### config.mk
export PLATFORM = sky130hd
export DESIGN_NAME = npr_regs
export DESIGN_NICKNAME = d
export VERILOG_FILES = /design/src/npr_pkg.sv /design/src/npr_bus_if.sv /design/src/npr_apb_front.sv /design/src/npr_rx_capture.sv /design/src/npr_regs.sv
export VERILOG_INCLUDE_DIRS = /design/src
export SDC_FILE = /design/constraint.sdc
export NUM_CORES = 1
export LEC_CHECK = 0
export CORE_UTILIZATION = 60
export CTS_CLUSTER_DIAMETER = 80
export DETAILED_ROUTE_END_ITERATION = 10
export DONT_BUFFER_PORTS = 1
export GPL_TIMING_DRIVEN = 0
export PLACE_DENSITY = 0.79
export SYNTH_ARGS = -nofsm -noshare
export SYNTH_HDL_FRONTEND = slang
export SYNTH_SLANG_ARGS = --single-unit
### constraint.sdc
create_clock -name pclk -period 3.95 [get_ports pclk]
set_clock_uncertainty 0.05 [all_clocks]
set_input_delay 0.5925 -clock pclk [delete_from_list [all_inputs] [get_ports pclk]]
set_output_delay 0.5925 -clock pclk [all_outputs]
set_load 0.01 [all_outputs]
### src/npr_defines.svh
// Register offsets, field positions and reset values of the next page registers.
// Assumes inclusion by bare name from each design file that needs them.
`ifndef NPR_DEFINES_SVH
`define NPR_DEFINES_SVH

// Printed register indices and their APB byte addresses
`define NPR_IDX_TX          8'h07
`define NPR_IDX_RX          8'h08
`define NPR_ADDR_TX         12'h01C
`define NPR_ADDR_RX         12'h020

// Field positions, shared by both registers
`define NPR_BIT_MORE        15
`define NPR_BIT_ACK         14
`define NPR_BIT_MSG         13
`define NPR_BIT_COMPLY      12
`define NPR_BIT_TOGGLE      11
`define NPR_CODE_MSB        10

// Reset values
`define NPR_RST_MORE        1'h1
`define NPR_RST_ACK         1'h0
`define NPR_RST_MSG         1'h1
`define NPR_RST_COMPLY      1'h0
`define NPR_RST_TOGGLE      1'h0
`define NPR_RST_CODE        11'h008
`define NPR_RST_RX          4'h0

`endif

### src/npr_pkg.sv
// Types shared by the next page register block.
// Assumes nothing of its surroundings.
package npr_pkg;

   // One-hot states of the APB front end
   typedef enum logic [1:0]
   {
      NPR_IDLE   = 2'b01,
      NPR_ACCESS = 2'b10
   } npr_apb_state_t;

   // Upper four bits of a received page
   typedef struct packed
   {
      logic more;
      logic ack;
      logic msg;
      logic comply;
   } npr_rx_bits_t;

endpackage : npr_pkg

### src/npr_bus_if.sv
// Internal register bus between the APB front end and the register file.
// Assumes one clock shared by both ends.
`timescale 1ns/1ps
interface npr_bus_if;
   logic [11:0] addr;
   logic        wr_stb;
   logic [31:0] wdata;
   logic [31:0] rd_data;
   logic        rd_hit;

   modport front (output addr, output wr_stb, output wdata, input rd_data, input rd_hit);
   modport regs  (input addr, input wr_stb, input wdata, output rd_data, output rd_hit);
endinterface : npr_bus_if

### src/npr_apb_front.sv
// APB slave front end: one wait-free access phase, registered read data.
// Assumes an APB master that holds its request until pready is seen high.
`timescale 1ns/1ps
module npr_apb_front
   import npr_pkg::*;
(
   input  wire logic  pclk,
   input  wire logic  presetn,
   input  wire logic  psel,
   input  wire logic  penable,
   input  wire logic  pwrite,
   input  wire logic [11:0] paddr,
   input  wire logic [31:0] pwdata,
   output logic       pready,
   output logic       pslverr,
   output logic [31:0] prdata,
   npr_bus_if.front   bus
);

   npr_apb_state_t state;
   npr_apb_state_t next_state;
   logic           next_pready;
   logic           next_pslverr;
   logic [31:0]    next_prdata;

   // Request fields pass straight through while held by the master
   assign bus.addr   = paddr;
   assign bus.wdata  = pwdata;
   assign bus.wr_stb = (state == NPR_ACCESS) & psel & penable & pwrite & pready & ~pslverr;

   // Next state and answer, prepared during the setup cycle
   always_comb
   begin
      next_state   = state;
      next_pready  = 1'b0;
      next_pslverr = 1'b0;
      next_prdata  = 32'h00000000;
      case (state)
         NPR_IDLE:
         begin
            if (psel && !penable)
            begin
               next_state   = NPR_ACCESS;
               next_pready  = 1'b1;
               next_pslverr = ~bus.rd_hit;
               next_prdata  = (!pwrite && bus.rd_hit) ? bus.rd_data : 32'h00000000;
            end
         end
         NPR_ACCESS:
         begin
            next_state = NPR_IDLE;
         end
         default:
         begin
            next_state = NPR_IDLE;
         end
      endcase
   end

   // State and answer registers
   always_ff @(posedge pclk or negedge presetn)
   begin
      if (!presetn)
      begin
         state   <= NPR_IDLE;
         pready  <= 1'b0;
         pslverr <= 1'b0;
         prdata  <= 32'h00000000;
      end
      else
      begin
         state   <= next_state;
         pready  <= next_pready;
         pslverr <= next_pslverr;
         prdata  <= next_prdata;
      end
   end

endmodule : npr_apb_front

### src/npr_rx_capture.sv
// Holds the upper four bits of the page last received from the link partner.
// Assumes rx_valid is a one-cycle pulse from the arbitration logic.
`timescale 1ns/1ps
`include "npr_defines.svh"
module npr_rx_capture
   import npr_pkg::*;
(
   input  wire logic         pclk,
   input  wire logic         presetn,
   input  wire logic         rx_valid,
   input  wire logic [15:0]  rx_word,
   output npr_rx_bits_t      rx_bits
);

   npr_rx_bits_t next_rx_bits;

   // Take the partner's flags when a page arrives
   always_comb
   begin
      next_rx_bits = rx_bits;
      if (rx_valid)
      begin
         next_rx_bits.more   = rx_word[`NPR_BIT_MORE];
         next_rx_bits.ack    = rx_word[`NPR_BIT_ACK];
         next_rx_bits.msg    = rx_word[`NPR_BIT_MSG];
         next_rx_bits.comply = rx_word[`NPR_BIT_COMPLY];
      end
   end

   // Flag register
   always_ff @(posedge pclk or negedge presetn)
   begin
      if (!presetn)
      begin
         rx_bits <= `NPR_RST_RX;
      end
      else
      begin
         rx_bits <= next_rx_bits;
      end
   end

endmodule : npr_rx_capture

### src/npr_regs.sv
// Next page transmit and receive registers behind an APB slave.
// Assumes an arbitration function that reports acknowledges, exchanges and pages.
//
// Notes on behaviour
// More pages bit writable, resets to one
// Acknowledge bit read-only, set by arbitration
// Message page select writable, resets to one
// Will comply flag writable, resets to zero
// Toggle bit inverts previous exchanged toggle
// Code field writable, resets to null code
// Transmit register contents sent as page
// Partner more, ack, message bits read-only
// Partner will comply bit read-only
// Software loads page before arbitration sends
`timescale 1ns/1ps
`include "npr_defines.svh"
module npr_regs
   import npr_pkg::*;
(
   input  wire logic         pclk,
   input  wire logic         presetn,
   input  wire logic         psel,
   input  wire logic         penable,
   input  wire logic         pwrite,
   input  wire logic [11:0]  paddr,
   input  wire logic [31:0]  pwdata,
   output logic              pready,
   output logic              pslverr,
   output logic [31:0]       prdata,
   input  wire logic         ack_event,
   input  wire logic         lcw_absent,
   input  wire logic         exch_done,
   input  wire logic         exch_toggle,
   input  wire logic         rx_valid,
   input  wire logic [15:0]  rx_word,
   output logic [15:0]       tx_page,
   output logic              tx_page_updated
);

   ////////////////////////////////////////////////////////////////////////////////
   // Declarations

   npr_bus_if     bus ();
   npr_rx_bits_t  rx_bits;

   logic          more_pages_request;
   logic          tx_ack;
   logic          message_page_select;
   logic          will_comply_flag;
   logic          tx_toggle_bit;
   logic [10:0]   tx_code;

   logic          next_more_pages_request;
   logic          next_tx_ack;
   logic          next_message_page_select;
   logic          next_will_comply_flag;
   logic          next_tx_toggle_bit;
   logic [10:0]   next_tx_code;
   logic [15:0]   next_tx_page;
   logic          next_tx_page_updated;

   logic          tx_write;
   logic [15:0]   tx_word;
   logic [15:0]   rx_view;

   ////////////////////////////////////////////////////////////////////////////////
   // Bus front end and receive capture

   // APB protocol handling
   npr_apb_front u_front
   (
      .pclk    (pclk),
      .presetn (presetn),
      .psel    (psel),
      .penable (penable),
      .pwrite  (pwrite),
      .paddr   (paddr),
      .pwdata  (pwdata),
      .pready  (pready),
      .pslverr (pslverr),
      .prdata  (prdata),
      .bus     (bus)
   );

   // Partner page flags
   npr_rx_capture u_rx
   (
      .pclk     (pclk),
      .presetn  (presetn),
      .rx_valid (rx_valid),
      .rx_word  (rx_word),
      .rx_bits  (rx_bits)
   );

   ////////////////////////////////////////////////////////////////////////////////
   // Register views

   // Assembled transmit page as software and the link see it
   assign tx_word = {more_pages_request,
                     tx_ack,
                     message_page_select,
                     will_comply_flag,
                     tx_toggle_bit,
                     tx_code};

   // Receive view: toggle and code read zero
   assign rx_view = {rx_bits.more,
                     rx_bits.ack,
                     rx_bits.msg,
                     rx_bits.comply,
                     12'h000};

   // Write strobe for the transmit register
   assign tx_write = bus.wr_stb & (bus.addr == `NPR_ADDR_TX);

   // Read decode; unmapped addresses answer with an error
   always_comb
   begin
      bus.rd_data = 32'h00000000;
      bus.rd_hit  = 1'b0;
      case (bus.addr)
         `NPR_ADDR_TX:
         begin
            bus.rd_data = {16'h0000, tx_word};
            bus.rd_hit  = 1'b1;
         end
         `NPR_ADDR_RX:
         begin
            bus.rd_data = {16'h0000, rx_view};
            bus.rd_hit  = 1'b1;
         end
         default:
         begin
            bus.rd_data = 32'h00000000;
            bus.rd_hit  = 1'b0;
         end
      endcase
   end

   ////////////////////////////////////////////////////////////////////////////////
   // Software-written fields

   // Writable fields of the transmit register
   always_comb
   begin
      next_more_pages_request  = more_pages_request;
      next_message_page_select = message_page_select;
      next_will_comply_flag    = will_comply_flag;
      next_tx_code             = tx_code;
      if (tx_write)
      begin
         next_more_pages_request  = bus.wdata[`NPR_BIT_MORE];
         next_message_page_select = bus.wdata[`NPR_BIT_MSG];
         next_will_comply_flag    = bus.wdata[`NPR_BIT_COMPLY];
         next_tx_code             = bus.wdata[`NPR_CODE_MSB:0];
      end
   end

   // Writable field registers
   always_ff @(posedge pclk or negedge presetn)
   begin
      if (!presetn)
      begin
         more_pages_request  <= `NPR_RST_MORE;
         message_page_select <= `NPR_RST_MSG;
         will_comply_flag    <= `NPR_RST_COMPLY;
         tx_code             <= `NPR_RST_CODE;
      end
      else
      begin
         more_pages_request  <= next_more_pages_request;
         message_page_select <= next_message_page_select;
         will_comply_flag    <= next_will_comply_flag;
         tx_code             <= next_tx_code;
      end
   end

   ////////////////////////////////////////////////////////////////////////////////
   // Arbitration-driven fields

   // Acknowledge and toggle follow the arbitration function only
   always_comb
   begin
      next_tx_ack        = tx_ack;
      next_tx_toggle_bit = tx_toggle_bit;
      if (ack_event)
      begin
         next_tx_ack = 1'b1;
      end
      else if (lcw_absent)
      begin
         next_tx_ack = 1'b0;
      end
      if (exch_done)
      begin
         next_tx_toggle_bit = ~exch_toggle;
      end
   end

   // Arbitration field registers
   always_ff @(posedge pclk or negedge presetn)
   begin
      if (!presetn)
      begin
         tx_ack        <= `NPR_RST_ACK;
         tx_toggle_bit <= `NPR_RST_TOGGLE;
      end
      else
      begin
         tx_ack        <= next_tx_ack;
         tx_toggle_bit <= next_tx_toggle_bit;
      end
   end

   ////////////////////////////////////////////////////////////////////////////////
   // Page offered to the link

   // Registered copy of the page and a pulse after each software load
   always_comb
   begin
      next_tx_page         = tx_word;
      next_tx_page_updated = tx_write;
   end

   // Link-side output registers
   always_ff @(posedge pclk or negedge presetn)
   begin
      if (!presetn)
      begin
         tx_page         <= {`NPR_RST_MORE, `NPR_RST_ACK, `NPR_RST_MSG,
                             `NPR_RST_COMPLY, `NPR_RST_TOGGLE, `NPR_RST_CODE};
         tx_page_updated <= 1'b0;
      end
      else
      begin
         tx_page         <= next_tx_page;
         tx_page_updated <= next_tx_page_updated;
      end
   end

endmodule : npr_regs

Yosys cells after proc, flatten, opt, wreduce, memory -nomap -nowiden
Cells that the tools add are included.
W data, S select, Z words.
{ "word_totals": {"in_bits": 70, "reg_bits": 73, "out_inout_bits": 51, "wordCells": 49} }
{ "op_classes": {"bitwise_logic": 9, "n_mux": 13, "reduce_logical": 6, "n_eq_ne": 5} }
{ "op_table": {"columns": ["op", "n"], "rows": [
  ["$mux W32", 2],
  ["$pmux W16 S2", 1],
  ["$mux W16", 1],
  ["$eq A12 B5 Y1 const B", 1],
  ["$eq A12 B6 Y1 const B", 1],
  ["$mux W1", 7],
  ["$and A1 B1 Y1", 6],
  ["$mux W2", 2],
  ["$not A1 Y1", 3],
  ["$eq A2 B1 Y1 const B", 1],
  ["$eq A2 B2 Y1 const B", 1],
  ["$logic_and A1 B1 Y1", 2],
  ["$logic_not A1 Y1", 2],
  ["$ne A2 B1 Y1 const B", 1],
  ["$reduce_bool A2 Y1", 1],
  ["$reduce_or A2 Y1", 1]
]} }

Longest topological paths before layout
Gate-level depths: netlist of the first run.
{ "logic_depth": {"word_depth": 7, "depth_mapped": 6, "mapped_depth_nobuf": 5} }

Modules after synthesis
Synthesis of the first run repeated with hierarchy kept, for this count alone.
{ "hier_totals": {"hier_cells": 218, "area_unflattened_um2": 2992.9} }
{ "modules_own_cells": {"columns": ["mod", "area_per_inst_um2", "cells_each", "instances", "seq_area_each_um2"], "rows": [
  ["npr_apb_front", 1555.2, 125, 1, 902.1],
  ["npr_regs", 1292.5, 85, 1, 833.3],
  ["npr_rx_capture", 145.1, 8, 1, 100.1]
]} }

Least setup slack after synthesis of the first run
OpenSTA, ideal clock, no wires.
{ "synth_path": {"path_kind": "input port to flip-flop", "startpoint": "in paddr[11]", "endpoint": "reg tx_code[10]", "slack_ns": 1.620, "path_buffers": 2, "setup_ns": 0.127, "cell_stages": 6, "t_arrival_ns": 2.153, "cell_sequence": "or4_4 -> nor3_4 -> and3_1 -> buf_4 -> buf_6 -> mux2_1"} }
{ "synth_via": {"elab_chain_cells": 2} }
{ "synth_rtl": {"columns": ["element", "line", "text"], "rows": [
  ["from (decl)", "npr_regs.sv:25", "input wire logic [11:0] paddr,"],
  ["$eq A12 B5 Y1", null, null],
  ["$and A1 B1 Y1", "npr_regs.sv:114", "assign tx_write = bus.wr_stb & (bus.addr == `NPR_ADDR_TX);"],
  ["named net next_tx_page_updated", "npr_regs.sv:60", "logic next_tx_page_updated;"],
  ["to (signal assigned)", "npr_regs.sv:167", "tx_code <= `NPR_RST_CODE;"],
  ["to (signal assigned)", "npr_regs.sv:174", "tx_code <= next_tx_code;"],
  ["to (decl)", "npr_regs.sv:51", "logic [10:0] tx_code;"]
]} }
The timed path passes the listed nets, and every way through them passes these cells.
A chain may end at the register's enable or synchronous reset.

Final worst setup path of the first run
{ "layout_path": {"startpoint": "in paddr[11]", "endpoint": "reg tx_code[5]"} }
The elaborated chain is that of the path after synthesis.

==> results of run 1 <==
-- through the flow --
step / std cells / cell area, um2
after global routing: 210 / 2290
final: 210 / 2290
after floorplan: 149 / 2100
after CTS: 209 / 2280
after global placement: 193 / 2160
after detailed placement: 193 / 2160
-- how the worst min path moves through the flow --
stage,to,slack (ns)
2_1_floorplan,tx_ack,0.25
3_3_place_gp,tx_page[1],0.25
3_5_place_dp,u_front.prdata[1],0.25
4_1_cts,u_front.prdata[14],0.003
5_1_grt,tx_toggle_bit,0.24
6_report,tx_toggle_bit,0.25
-- power by group through the flow --
| stage | combinational, W | clock, W | sequential [W] |
|---|---|---|---|
| 2_1_floorplan | 0.0000294 | 0 | 0.000610 |
| 3_3_place_gp | 0.0000299 | 0 | 0.000611 |
| 3_5_place_dp | 0.0000308 | 0 | 0.000612 |
| 4_1_cts | 0.0000447 | 0.000336 | 0.000601 |
| 5_1_grt | 0.0000516 | 0.000368 | 0.000602 |
| 6_report | 0.0000460 | 0.000327 | 0.000601 |
-- state kept, by name (all words and copies together), names as in the netlist --
register	cells
u_front.state	2
will_comply_flag	1
u_front.pready	1
tx_ack	1
tx_toggle_bit	1
message_page_select	1
more_pages_request	1
tx_code	11
tx_page_updated	1
u_rx.rx_bits	4
u_front.prdata	16
tx_page	16
u_front.pslverr	1
-- cells by family (layout without fill, tap and decap cells) --
kind of cell / after synthesis / after routing / share of synthesized area
muxes: 18 / 18 / 0.0991
other: 1 / 16 / 0.00183
buffers and inverters: 22 / 39 / 0.0752
and+or+nand+nor: 30 / 30 / 0.102
AOI/OAI and AO/OA: 6 / 6 / 0.0208
DFF: 57 / 57 / 0.702
-- cell usage in the layout (no fill, tap or decap) --
master,n
sky130_fd_sc_hd__a21o_1,1
sky130_fd_sc_hd__a21oi_1,1
sky130_fd_sc_hd__a22oi_1,4
sky130_fd_sc_hd__and2_1,12
sky130_fd_sc_hd__and3_1,2
sky130_fd_sc_hd__buf_16,1
sky130_fd_sc_hd__buf_4,17
sky130_fd_sc_hd__buf_6,1
sky130_fd_sc_hd__clkbuf_1,6
sky130_fd_sc_hd__clkbuf_4,9
sky130_fd_sc_hd__clkbuf_8,1
sky130_fd_sc_hd__conb_1,16
sky130_fd_sc_hd__dfrtp_1,50
sky130_fd_sc_hd__dfstp_2,7
sky130_fd_sc_hd__dlygate4sd3_1,1
sky130_fd_sc_hd__inv_1,3
sky130_fd_sc_hd__mux2_1,14
sky130_fd_sc_hd__mux2_2,4
sky130_fd_sc_hd__nand2b_1,1
sky130_fd_sc_hd__nand4b_1,1
sky130_fd_sc_hd__nand4bb_1,1
sky130_fd_sc_hd__nor2_1,5
sky130_fd_sc_hd__nor2b_1,1
sky130_fd_sc_hd__nor3_1,2
sky130_fd_sc_hd__nor3_4,1
sky130_fd_sc_hd__nor4bb_1,1
sky130_fd_sc_hd__or4_4,2
sky130_fd_sc_hd__or4b_2,1
-- critical path, stage by stage --
cell and delay [ns]:
sky130_fd_sc_hd__or4_4 0.54, sky130_fd_sc_hd__nor3_4 0.31, sky130_fd_sc_hd__and3_1 0.20, sky130_fd_sc_hd__buf_4 0.15, sky130_fd_sc_hd__buf_6 0.16, sky130_fd_sc_hd__mux2_1 0.35
-- layer usage --
| layer | up-vias | wire, um | global-route usage |
|---|---|---|---|
| li1 | 479 | - | - |
| met1 | 523 | 1230 | 0.234 |
| met2 | 62 | 1810 | 0.342 |
| met3 | 13 | 294 | 0.0917 |
| met4 | 0 | 108 | 0.150 |
| met5 | - | 0 | 0 |
-- cell type report --
cell class | count | area (um2) | area share
timing repair buffer | 2 | 37.5 | 0.0164
tap | 44 | 55.1 | 0.0240
buffer | 19 | 143 | 0.0622
inverter | 3 | 11.3 | 0.00491
multi-input combinational | 70 | 513 | 0.224
clock buffer | 15 | 100 | 0.0436
sequential | 57 | 1440 | 0.625
==> flow_metrics.py, run 1 <==
metrics = {
    "grt": {
        "overflow_left_after_global_routing": 0,
        "largest_net_degree_at_the_start_of_global_routing": 58,
        "antenna_found_initial": 0,
        "grt_pass1_vias": 1054,
        "track_usage": 0.216,
        "grt_first_pass_wirelength_um": 5260,
    },
    "route": {
        "final_antenna_net_count": 0,
        "dr_total_vias": 1077,
        "detail_route.wl_per_cell_um": 16.4,
        "drtPass1Iterations": 4,
        "drt_iter0_drc": 52,
        "detail_route.wirelength_um": 3430,
        "route.detailed.vias_per_inst": 5.13,
        "drcViolationCount": 0,
    },
    "die": {
        "floorplan.die.width_um": 60.4,
        "start_util": 0.649,
        "floorplan.io_pins": 121,
        "die_height_um": 60.4,
        "floorplan.core_area_um2": 3150,
        "placementRows": 20,
        "die_area_um2": 3650,
    },
    "logic_synthesis": {
        "yosys.area.top_type": "sky130_fd_sc_hd__dfrtp_1",
        "synth-async-reset-ratio": 1.00,
        "ys_types": 24,
        "synth_area_um2": 2050,
        "synth_sequential_area_ratio": 0.702,
        "ys.warnings.count": 0,
        "synth.cells.most_frequent": "50 x sky130_fd_sc_hd__dfrtp_1, 17 x sky130_fd_sc_hd__buf_4, 14 x sky130_fd_sc_hd__mux2_1",
        "dominantRegCellSynth": "sky130_fd_sc_hd__dfrtp_1",
        "postSynthRegisterBits": 57,
        "synth.avg_cell_area_um2": 15.3,
        "synth_edf_count": 0,
        "synthesis.instances": 134,
        "synth.area.top_cells": "sky130_fd_sc_hd__dfrtp_1 61%, sky130_fd_sc_hd__dfstp_2 9.0%, sky130_fd_sc_hd__mux2_1 7.7%",
        "synth.top_cell.area_share": 0.612,
        "synth_most_common_cell": "sky130_fd_sc_hd__dfrtp_1",
    },
    "sta": {
        "clock.fmax_ghz": 0.476,
        "slew_violations": 0,
        "setup_repair_after_global_routing_missed_its_margin": "no",
        "report.final.hold_viol_count": 0,
        "fin_tns_setup_ns": 0,
        "max_slew_margin": 0.600,
        "fin_ws_ns": 1.85,
        "period_minus_slack_ns": 2.10,
        "setup_violations": 0,
        "finalCritPeriodShare": 0.532,
        "finalHoldWorstSlack_ns": 0.252,
        "timing_worst_slew_pin_value_ns": 0.596,
    },
    "pwr": {
        "post-layout-total-power_w": 0.000974,
        "power.share.switching": 0.219,
        "power_share_of_the_combinational_group": 0.047,
        "share_seq_of_total_power": 0.617,
        "cellLeakagePower_nw": 1.19,
        "vdd_ir_drop_max_mv": 0.195,
        "p_int_w": 0.000761,
        "powerDensity_nw_per_um2": 424,
        "power.net_switching_w": 0.000213,
        "clock_power_share": 0.336,
    },
    "setup_path": {
        "cp-startpoint": "paddr[11]",
        "reg2reg_setup_slack_ns": 2.07,
        "type_of_the_setup_path_with_the_least_slack": "in2reg",
        "worst_ep_required_time_ns": 4.15,
        "critical_path.startpoint_type": "input pin",
        "arrival_ns": 2.30,
        "worst_setup_path_end_kind": "flop",
        "worst-path-max-fanout": 10,
        "rr_worst_depth": 6,
        "setup.worst_path.end": "tx_code[5]",
        "r2r-start": "u_front.state[0]",
        "timing.rr.end": "u_front.prdata[4]",
    },
    "clock_tree": {
        "clock_tree_from_tritoncts": "done",
        "hold_buffers": 1,
        "cts-root-to-sink-buffers": 2,
        "clkTransAtPathRegs_ns": 0.08,
        "ctsRootBufferMaster": "sky130_fd_sc_hd__clkbuf_4",
        "number_of_buffers_created_by_cts": 9,
        "post_cts_resize_count": 0,
        "clock_latency_ns": 0.38,
        "tritoncts_num_sinks": 57,
        "cts_post_setup_buffers_inserted": 0,
        "clock_tree.htree_level_count": 3,
    },
    "min_path": {
        "min_path_type": "in2reg",
        "worst_hold_startpoint": "exch_toggle",
        "hold_depth": 1,
    },
    "placed_design": {
        "dpl.hpwl_um": 2420,
        "place.gp.congestion": 0.717,
        "detailedPlace.worstSlack_ns": 1.45,
        "portBuffers": 0,
    },
    "cells_and_area": {
        "fill_cells": 241,
        "nNetsFinal": 232,
        "area_growth_pct": 12.2,
        "antenna_diodes": 0,
        "finish.utilization": 0.728,
        "drive_gt1_frac": 0.265,
    },
    "run": {
        "drv.max_cap_violation_count": 0,
    },
    "outcome": {
        "status": "complete, no violations",
    },
}
Note: power is estimated with default switching activity, not from simulation.
==> run 2, diff against run 1 <==
==> constraint.sdc (replaced) <==
create_clock -name pclk -period 2.1 [get_ports pclk]
set_clock_uncertainty 0.05 [all_clocks]
set_input_delay 0.315 -clock pclk [delete_from_list [all_inputs] [get_ports pclk]]
set_output_delay 0.315 -clock pclk [all_outputs]
set_load 0.01 [all_outputs]
==> run 2 against run 1 <==
Against the previous run:
- register-to-register slack worse by 1.8 ns
- sequential share of layout area fell by 2.6 points
- routed wire length increased by 1.5%
- first-iteration DRC count is 17% lower
- via count grew 3.0%
- sequential power up 88%
- cell count is 4.8% higher
- critical path type unchanged
- critical endpoint unchanged
- largest cell class unchanged
- largest power group unchanged
- highest routed layer unchanged
==> flow_metrics.py, run 2 (synthesis results as in run 1) <==
metrics = {
    "setup_path": {
        "worst_setup_path_end_kind": "flop",
        "cp-startpoint": "paddr[11]",
        "setup.worst_path.end": "tx_code[5]",
        "reg2reg_setup_slack_ns": 0.31,
        "rr_worst_depth": 6,
        "critical_path.startpoint_type": "input pin",
        "worst_ep_required_time_ns": 2.30,
        "r2r-start": "u_front.state[0]",
        "timing.rr.end": "u_front.prdata[4]",
        "worst-path-max-fanout": 10,
        "type_of_the_setup_path_with_the_least_slack": "in2reg",
        "arrival_ns": 2.02,
    },
    "pwr": {
        "powerDensity_nw_per_um2": 771,
        "post-layout-total-power_w": 0.00185,
        "vdd_ir_drop_max_mv": 0.372,
        "cellLeakagePower_nw": 1.24,
    },
    "grt": {
        "grtUsageMet3": 0.100,
        "grt_first_pass_wirelength_um": 5310,
        "overflow_left_after_global_routing": 0,
        "largest_net_degree_at_the_start_of_global_routing": 58,
        "grt_use_met1": 0.236,
        "grtUsageMet2": 0.356,
        "track_usage": 0.217,
        "grt_pass1_vias": 1089,
        "antenna_found_initial": 0,
        "busiest_grt_layer": "met2",
    },
    "clock_tree": {
        "number_of_buffers_created_by_cts": 9,
        "clock_latency_ns": 0.37,
        "cts-root-to-sink-buffers": 2,
        "clock_tree_from_tritoncts": "done",
        "tritoncts_num_sinks": 57,
        "clock_tree.htree_level_count": 3,
        "clkTransAtPathRegs_ns": 0.08,
        "ctsRootBufferMaster": "sky130_fd_sc_hd__clkbuf_4",
    },
    "cells_and_area": {
        "drive_gt1_frac": 0.256,
        "layout_common_cells": "50 x sky130_fd_sc_hd__dfrtp_1, 17 x sky130_fd_sc_hd__buf_4, 16 x sky130_fd_sc_hd__conb_1",
        "post-route-cell-area_um2": 2400,
        "largest_registers": "tx_page x16, u_front.prdata x16, tx_code x11",
        "layout.cells.non_filler": 220,
        "antenna_diodes": 0,
        "area_growth_pct": 17.1,
        "nNetsFinal": 242,
        "finish.utilization": 0.760,
        "mostFrequentLayoutCell": "sky130_fd_sc_hd__dfrtp_1",
    },
    "outcome": {
        "status": "complete, no violations",
    },
    "route": {
        "detail_route.wirelength_um": 3490,
        "drt_iter0_drc": 43,
        "drtPass1Iterations": 4,
        "drcViolationCount": 0,
        "final_antenna_net_count": 0,
        "dr_total_vias": 1109,
        "detail_route.wl_per_cell_um": 15.8,
        "route.detailed.vias_per_inst": 5.04,
    },
    "sta": {
        "finalCritPeriodShare": 0.869,
        "slew_violations": 0,
        "period_minus_slack_ns": 1.82,
        "setup_violations": 0,
        "timing_worst_slew_pin_value_ns": 0.596,
        "max_slew_margin": 0.599,
        "setup_repair_after_global_routing_missed_its_margin": "no",
        "clock.fmax_ghz": 0.548,
        "fin_tns_setup_ns": 0,
        "report.final.hold_viol_count": 0,
    },
    "placed_design": {
        "portBuffers": 0,
        "dpl.hpwl_um": 2420,
        "place.detailed.instances": 193,
        "place.gp.congestion": 0.717,
        "post_dp_cell_area_um2": 2160,
    },
    "die": {
        "start_util": 0.649,
        "die_height_um": 60.4,
        "floorplan.die.width_um": 60.4,
        "placementRows": 20,
        "floorplan.core_area_um2": 3150,
        "floorplan.io_pins": 121,
        "die_area_um2": 3650,
    },
    "min_path": {
        "min_path_type": "in2reg",
    },
    "run": {
        "drv.max_cap_violation_count": 0,
    },
}
## run 2: cell types whose count changed in the layout (fill, tap and decap cells not counted), sizes merged
cell and change:
dlygate4sd3 +10
## run 2: worst min path at each step
stage               startpoint                end  cells past startpoint
CTS                  pwdata[8]         tx_code[8]                      1
global route         pwdata[4]         tx_code[4]                      1
floorplan              presetn             tx_ack                      0
global placement       presetn         tx_page[1]                      0
detailed placement     presetn  u_front.prdata[1]                      0
finish               pwdata[4]         tx_code[4]                      1
## run 2: critical path: stages
cell and delay [ns]:
sky130_fd_sc_hd__or4_4 0.54, sky130_fd_sc_hd__nor3_4 0.31, sky130_fd_sc_hd__and3_1 0.20, sky130_fd_sc_hd__buf_4 0.15, sky130_fd_sc_hd__buf_6 0.16, sky130_fd_sc_hd__mux2_1 0.35
## run 2: report_power, final
group | internal, W | switching (W) | total [W]
clock | 0.000274 | 0.000341 | 0.000615
sequential | 0.00112 | 0.0000135 | 0.00113
combinational | 0.0000538 | 0.0000488 | 0.000103
## run 2: final cells by class
class | instances | area (um2)
flip-flops and latches | 57 | 1440
inverters | 3 | 11.3
clock buffers | 15 | 100
repair buffers | 12 | 138
plain buffers | 19 | 144
fillers | 229 | 757
well taps | 44 | 55.1
multi-input cells | 70 | 513
## run 2: routing by layer
metal  wire, um  share of wire
met5          0              0
met4         65          0.019
met3        289          0.083
met2       1890           0.54
met1       1240           0.35
## run 2: timing repair
action / CTS / global route
setup endpoints to repair: 0 / 1
endpoints found under the hold margin: 65 / 1
hold buffers: 11 / 1
setup buffers: 0 / 0
gates resized for setup: 0 / 2
## run 2: per-stage QoR
| stage | hold slack (ns) | setup WS [ns] |
|---|---|---|
| 3_5_place_dp | -0.0296 | -0.121 |
| 4_1_cts | 0.00316 | 0.195 |
| 2_1_floorplan | -0.0306 | 0.0470 |
| 5_1_grt | 0.000121 | 0.145 |
| 3_3_place_gp | -0.0296 | -0.0964 |
| 6_report | 0.0282 | 0.275 |
==> run 3, diff against run 2 <==
--- a/config.mk
+++ b/config.mk
@@ -6,12 +6,12 @@
 export SDC_FILE = /design/constraint.sdc
 export NUM_CORES = 1
 export LEC_CHECK = 0
-export CORE_UTILIZATION = 60
+export BUFFER_PORTS_ARGS = -buffer_cell sky130_fd_sc_hd__buf_2
+export CORE_UTILIZATION = 43
 export CTS_CLUSTER_DIAMETER = 80
 export DETAILED_ROUTE_END_ITERATION = 10
-export DONT_BUFFER_PORTS = 1
 export GPL_TIMING_DRIVEN = 0
-export PLACE_DENSITY = 0.79
+export PLACE_DENSITY = 0.82
 export SYNTH_ARGS = -nofsm -noshare
 export SYNTH_HDL_FRONTEND = slang
 export SYNTH_SLANG_ARGS = --single-unit
==> run 3 against run 2 <==
Against the previous run:
- the flow now finishes with violations (design-rule violations)
- sequential share of layout area is 8.0 points lower
- routed wire length is 0.92% lower
- fmax is 8.6% lower
- core utilization is 14 points lower
- cell count is 33% higher
- setup slack worse by 0.17 ns
- critical path depth is 1 higher
==> flow_metrics.py, run 3 (synthesis results as in run 1) <==
metrics = {
    "outcome": {
        "status": "complete, but fails checks",
        "violated_checks": "design-rule violations",
    },
    "cells_and_area": {
        "mostFrequentLayoutCell": "sky130_fd_sc_hd__buf_2",
        "antenna_diodes": 0,
        "drive_gt1_frac": 0.510,
        "nNetsFinal": 306,
        "finish.utilization": 0.618,
        "layout_common_cells": "74 x sky130_fd_sc_hd__buf_2, 50 x sky130_fd_sc_hd__dfrtp_1, 17 x sky130_fd_sc_hd__buf_4",
        "largest_registers": "tx_page x16, u_front.prdata x16, tx_code x11",
        "area_growth_pct": 35.1,
        "layout.cells.non_filler": 293,
    },
    "grt": {
        "grt_first_pass_wirelength_um": 5520,
        "grt_pass1_vias": 1246,
        "track_usage": 0.149,
        "largest_net_degree_at_the_start_of_global_routing": 58,
        "antenna_found_initial": 0,
        "overflow_left_after_global_routing": 0,
    },
    "die": {
        "start_util": 0.457,
        "placementRows": 24,
        "die_height_um": 71.0,
        "floorplan.io_pins": 121,
        "floorplan.die.width_um": 71.0,
        "die_area_um2": 5040,
        "floorplan.core_area_um2": 4470,
    },
    "pwr": {
        "powerDensity_nw_per_um2": 805,
        "vdd_ir_drop_max_mv": 0.641,
        "power.share.switching": 0.209,
        "cellLeakagePower_nw": 1.57,
        "share_seq_of_total_power": 0.507,
        "power_share_of_the_combinational_group": 0.058,
        "clock_power_share": 0.435,
        "power.net_switching_w": 0.000464,
        "p_int_w": 0.00176,
        "post-layout-total-power_w": 0.00223,
    },
    "route": {
        "detail_route.wirelength_um": 3450,
        "route.detailed.vias_per_inst": 4.47,
        "final_antenna_net_count": 0,
        "detail_route.wl_per_cell_um": 11.8,
        "drtPass1Iterations": 7,
        "dr_total_vias": 1310,
        "drt_iter0_drc": 56,
        "drcViolationCount": 9,
    },
    "clock_tree": {
        "clock_tree_from_tritoncts": "done",
        "tritoncts_num_sinks": 57,
        "post_cts_resize_count": 0,
        "cts-root-to-sink-buffers": 2,
        "clock_latency_ns": 0.32,
        "number_of_buffers_created_by_cts": 9,
        "cts_post_setup_buffers_inserted": 0,
        "ctsRootBufferMaster": "sky130_fd_sc_hd__clkbuf_8",
        "clkTransAtPathRegs_ns": 0.06,
        "clock_tree.htree_level_count": 3,
    },
    "sta": {
        "setup_violations": 0,
        "max_slew_margin": 0.591,
        "fin_ws_ns": 0.104,
        "timing_worst_slew_pin_value_ns": 0.609,
        "period_minus_slack_ns": 2.00,
        "finalHoldWorstSlack_ns": 0.108,
        "clock.fmax_ghz": 0.501,
        "report.final.hold_viol_count": 0,
        "slew_violations": 0,
        "finalCritPeriodShare": 0.951,
        "setup_repair_after_global_routing_missed_its_margin": "no",
    },
    "placed_design": {
        "portBuffers": 74,
        "place.detailed.instances": 275,
        "place.gp.congestion": 0.682,
        "detailedPlace.worstSlack_ns": -0.246,
        "dpl.hpwl_um": 2530,
    },
    "setup_path": {
        "worst_ep_required_time_ns": 2.25,
        "arrival_ns": 2.14,
        "worst_setup_path_end_kind": "flop",
        "type_of_the_setup_path_with_the_least_slack": "in2reg",
        "worst-path-max-fanout": 10,
        "critical_path.startpoint_type": "input pin",
    },
    "min_path": {
        "min_path_type": "in2reg",
    },
    "run": {
        "drv.max_cap_violation_count": 0,
    },
}
## run 3: cell count changes in the layout (fill, tap and decap cells not counted), sizes merged
cell	before	now
buf	19	93
bufinv	0	1
clkbuf	16	12
clkinv	0	2
clkinvlp	0	2
dlygate4sd3	11	1
## run 3: repair_timing
action | in CTS | in global routing
hold endpoints to repair | 0 | 17
setup endpoints to repair | 0 | 0
hold buffers | 0 | 1
## run 3: metrics by stage
stage / area, um2 / setup TNS, ns
floorplan: 2100 / 0
global placement: 2540 / -3.05
detailed placement: 2540 / -3.31
CTS: 2730 / 0
global route: 2760 / 0
finish: 2760 / 0
## run 3: path summary, 6_finish.rpt
path                                  startpoint                end  depth (start not counted)  slack, ns
worst max-delay path                   paddr[11]         tx_code[8]                          7       0.10
worst min-delay path                 exch_toggle      tx_toggle_bit                          2       0.11
worst max register to register  u_front.state[0]  u_front.prdata[6]                          6       0.28
worst min register to register        tx_code[3]         tx_page[3]                          0       0.32
max in group asynchronous                presetn   u_front.state[0]                          3       1.00
min in group asynchronous                presetn    tx_page_updated                          2       0.40
## run 3: layout make-up
cell class | instances | area (um2)
clock buffers | 11 | 141
repair buffers | 76 | 400
inverters | 3 | 11.3
clock inverters | 5 | 55.1
well taps | 52 | 65.1
multi-input cells | 70 | 513
flip-flops and latches | 57 | 1440
fillers | 356 | 1710
plain buffers | 19 | 143
## run 3: per-layer routing
metal / track usage / up-vias / routed length, um
li1: - / 620 / -
met1: 0.159 / 625 / 1300
met2: 0.260 / 65 / 1850
met3: 0.0769 / 0 / 299
met4: 0.0400 / 0 / 0
met5: 0 / - / 0
## run 3: power groups by stage
stage | combinational (W) | clock (W) | sequential (W)
3_5_place_dp | 0.000124 | 0 | 0.00115
3_3_place_gp | 0.000121 | 0 | 0.00115
4_1_cts | 0.000125 | 0.00101 | 0.00113
2_1_floorplan | 0.0000553 | 0 | 0.00115
5_1_grt | 0.000145 | 0.00105 | 0.00113
6_report | 0.000129 | 0.000967 | 0.00113
## run 3: worst max-delay path, stage by stage
cell and delay [ns]:
sky130_fd_sc_hd__buf_2 0.10, sky130_fd_sc_hd__or4_4 0.54, sky130_fd_sc_hd__nor3_4 0.33, sky130_fd_sc_hd__and3_1 0.20, sky130_fd_sc_hd__buf_4 0.15, sky130_fd_sc_hd__buf_6 0.16, sky130_fd_sc_hd__mux2_1 0.34
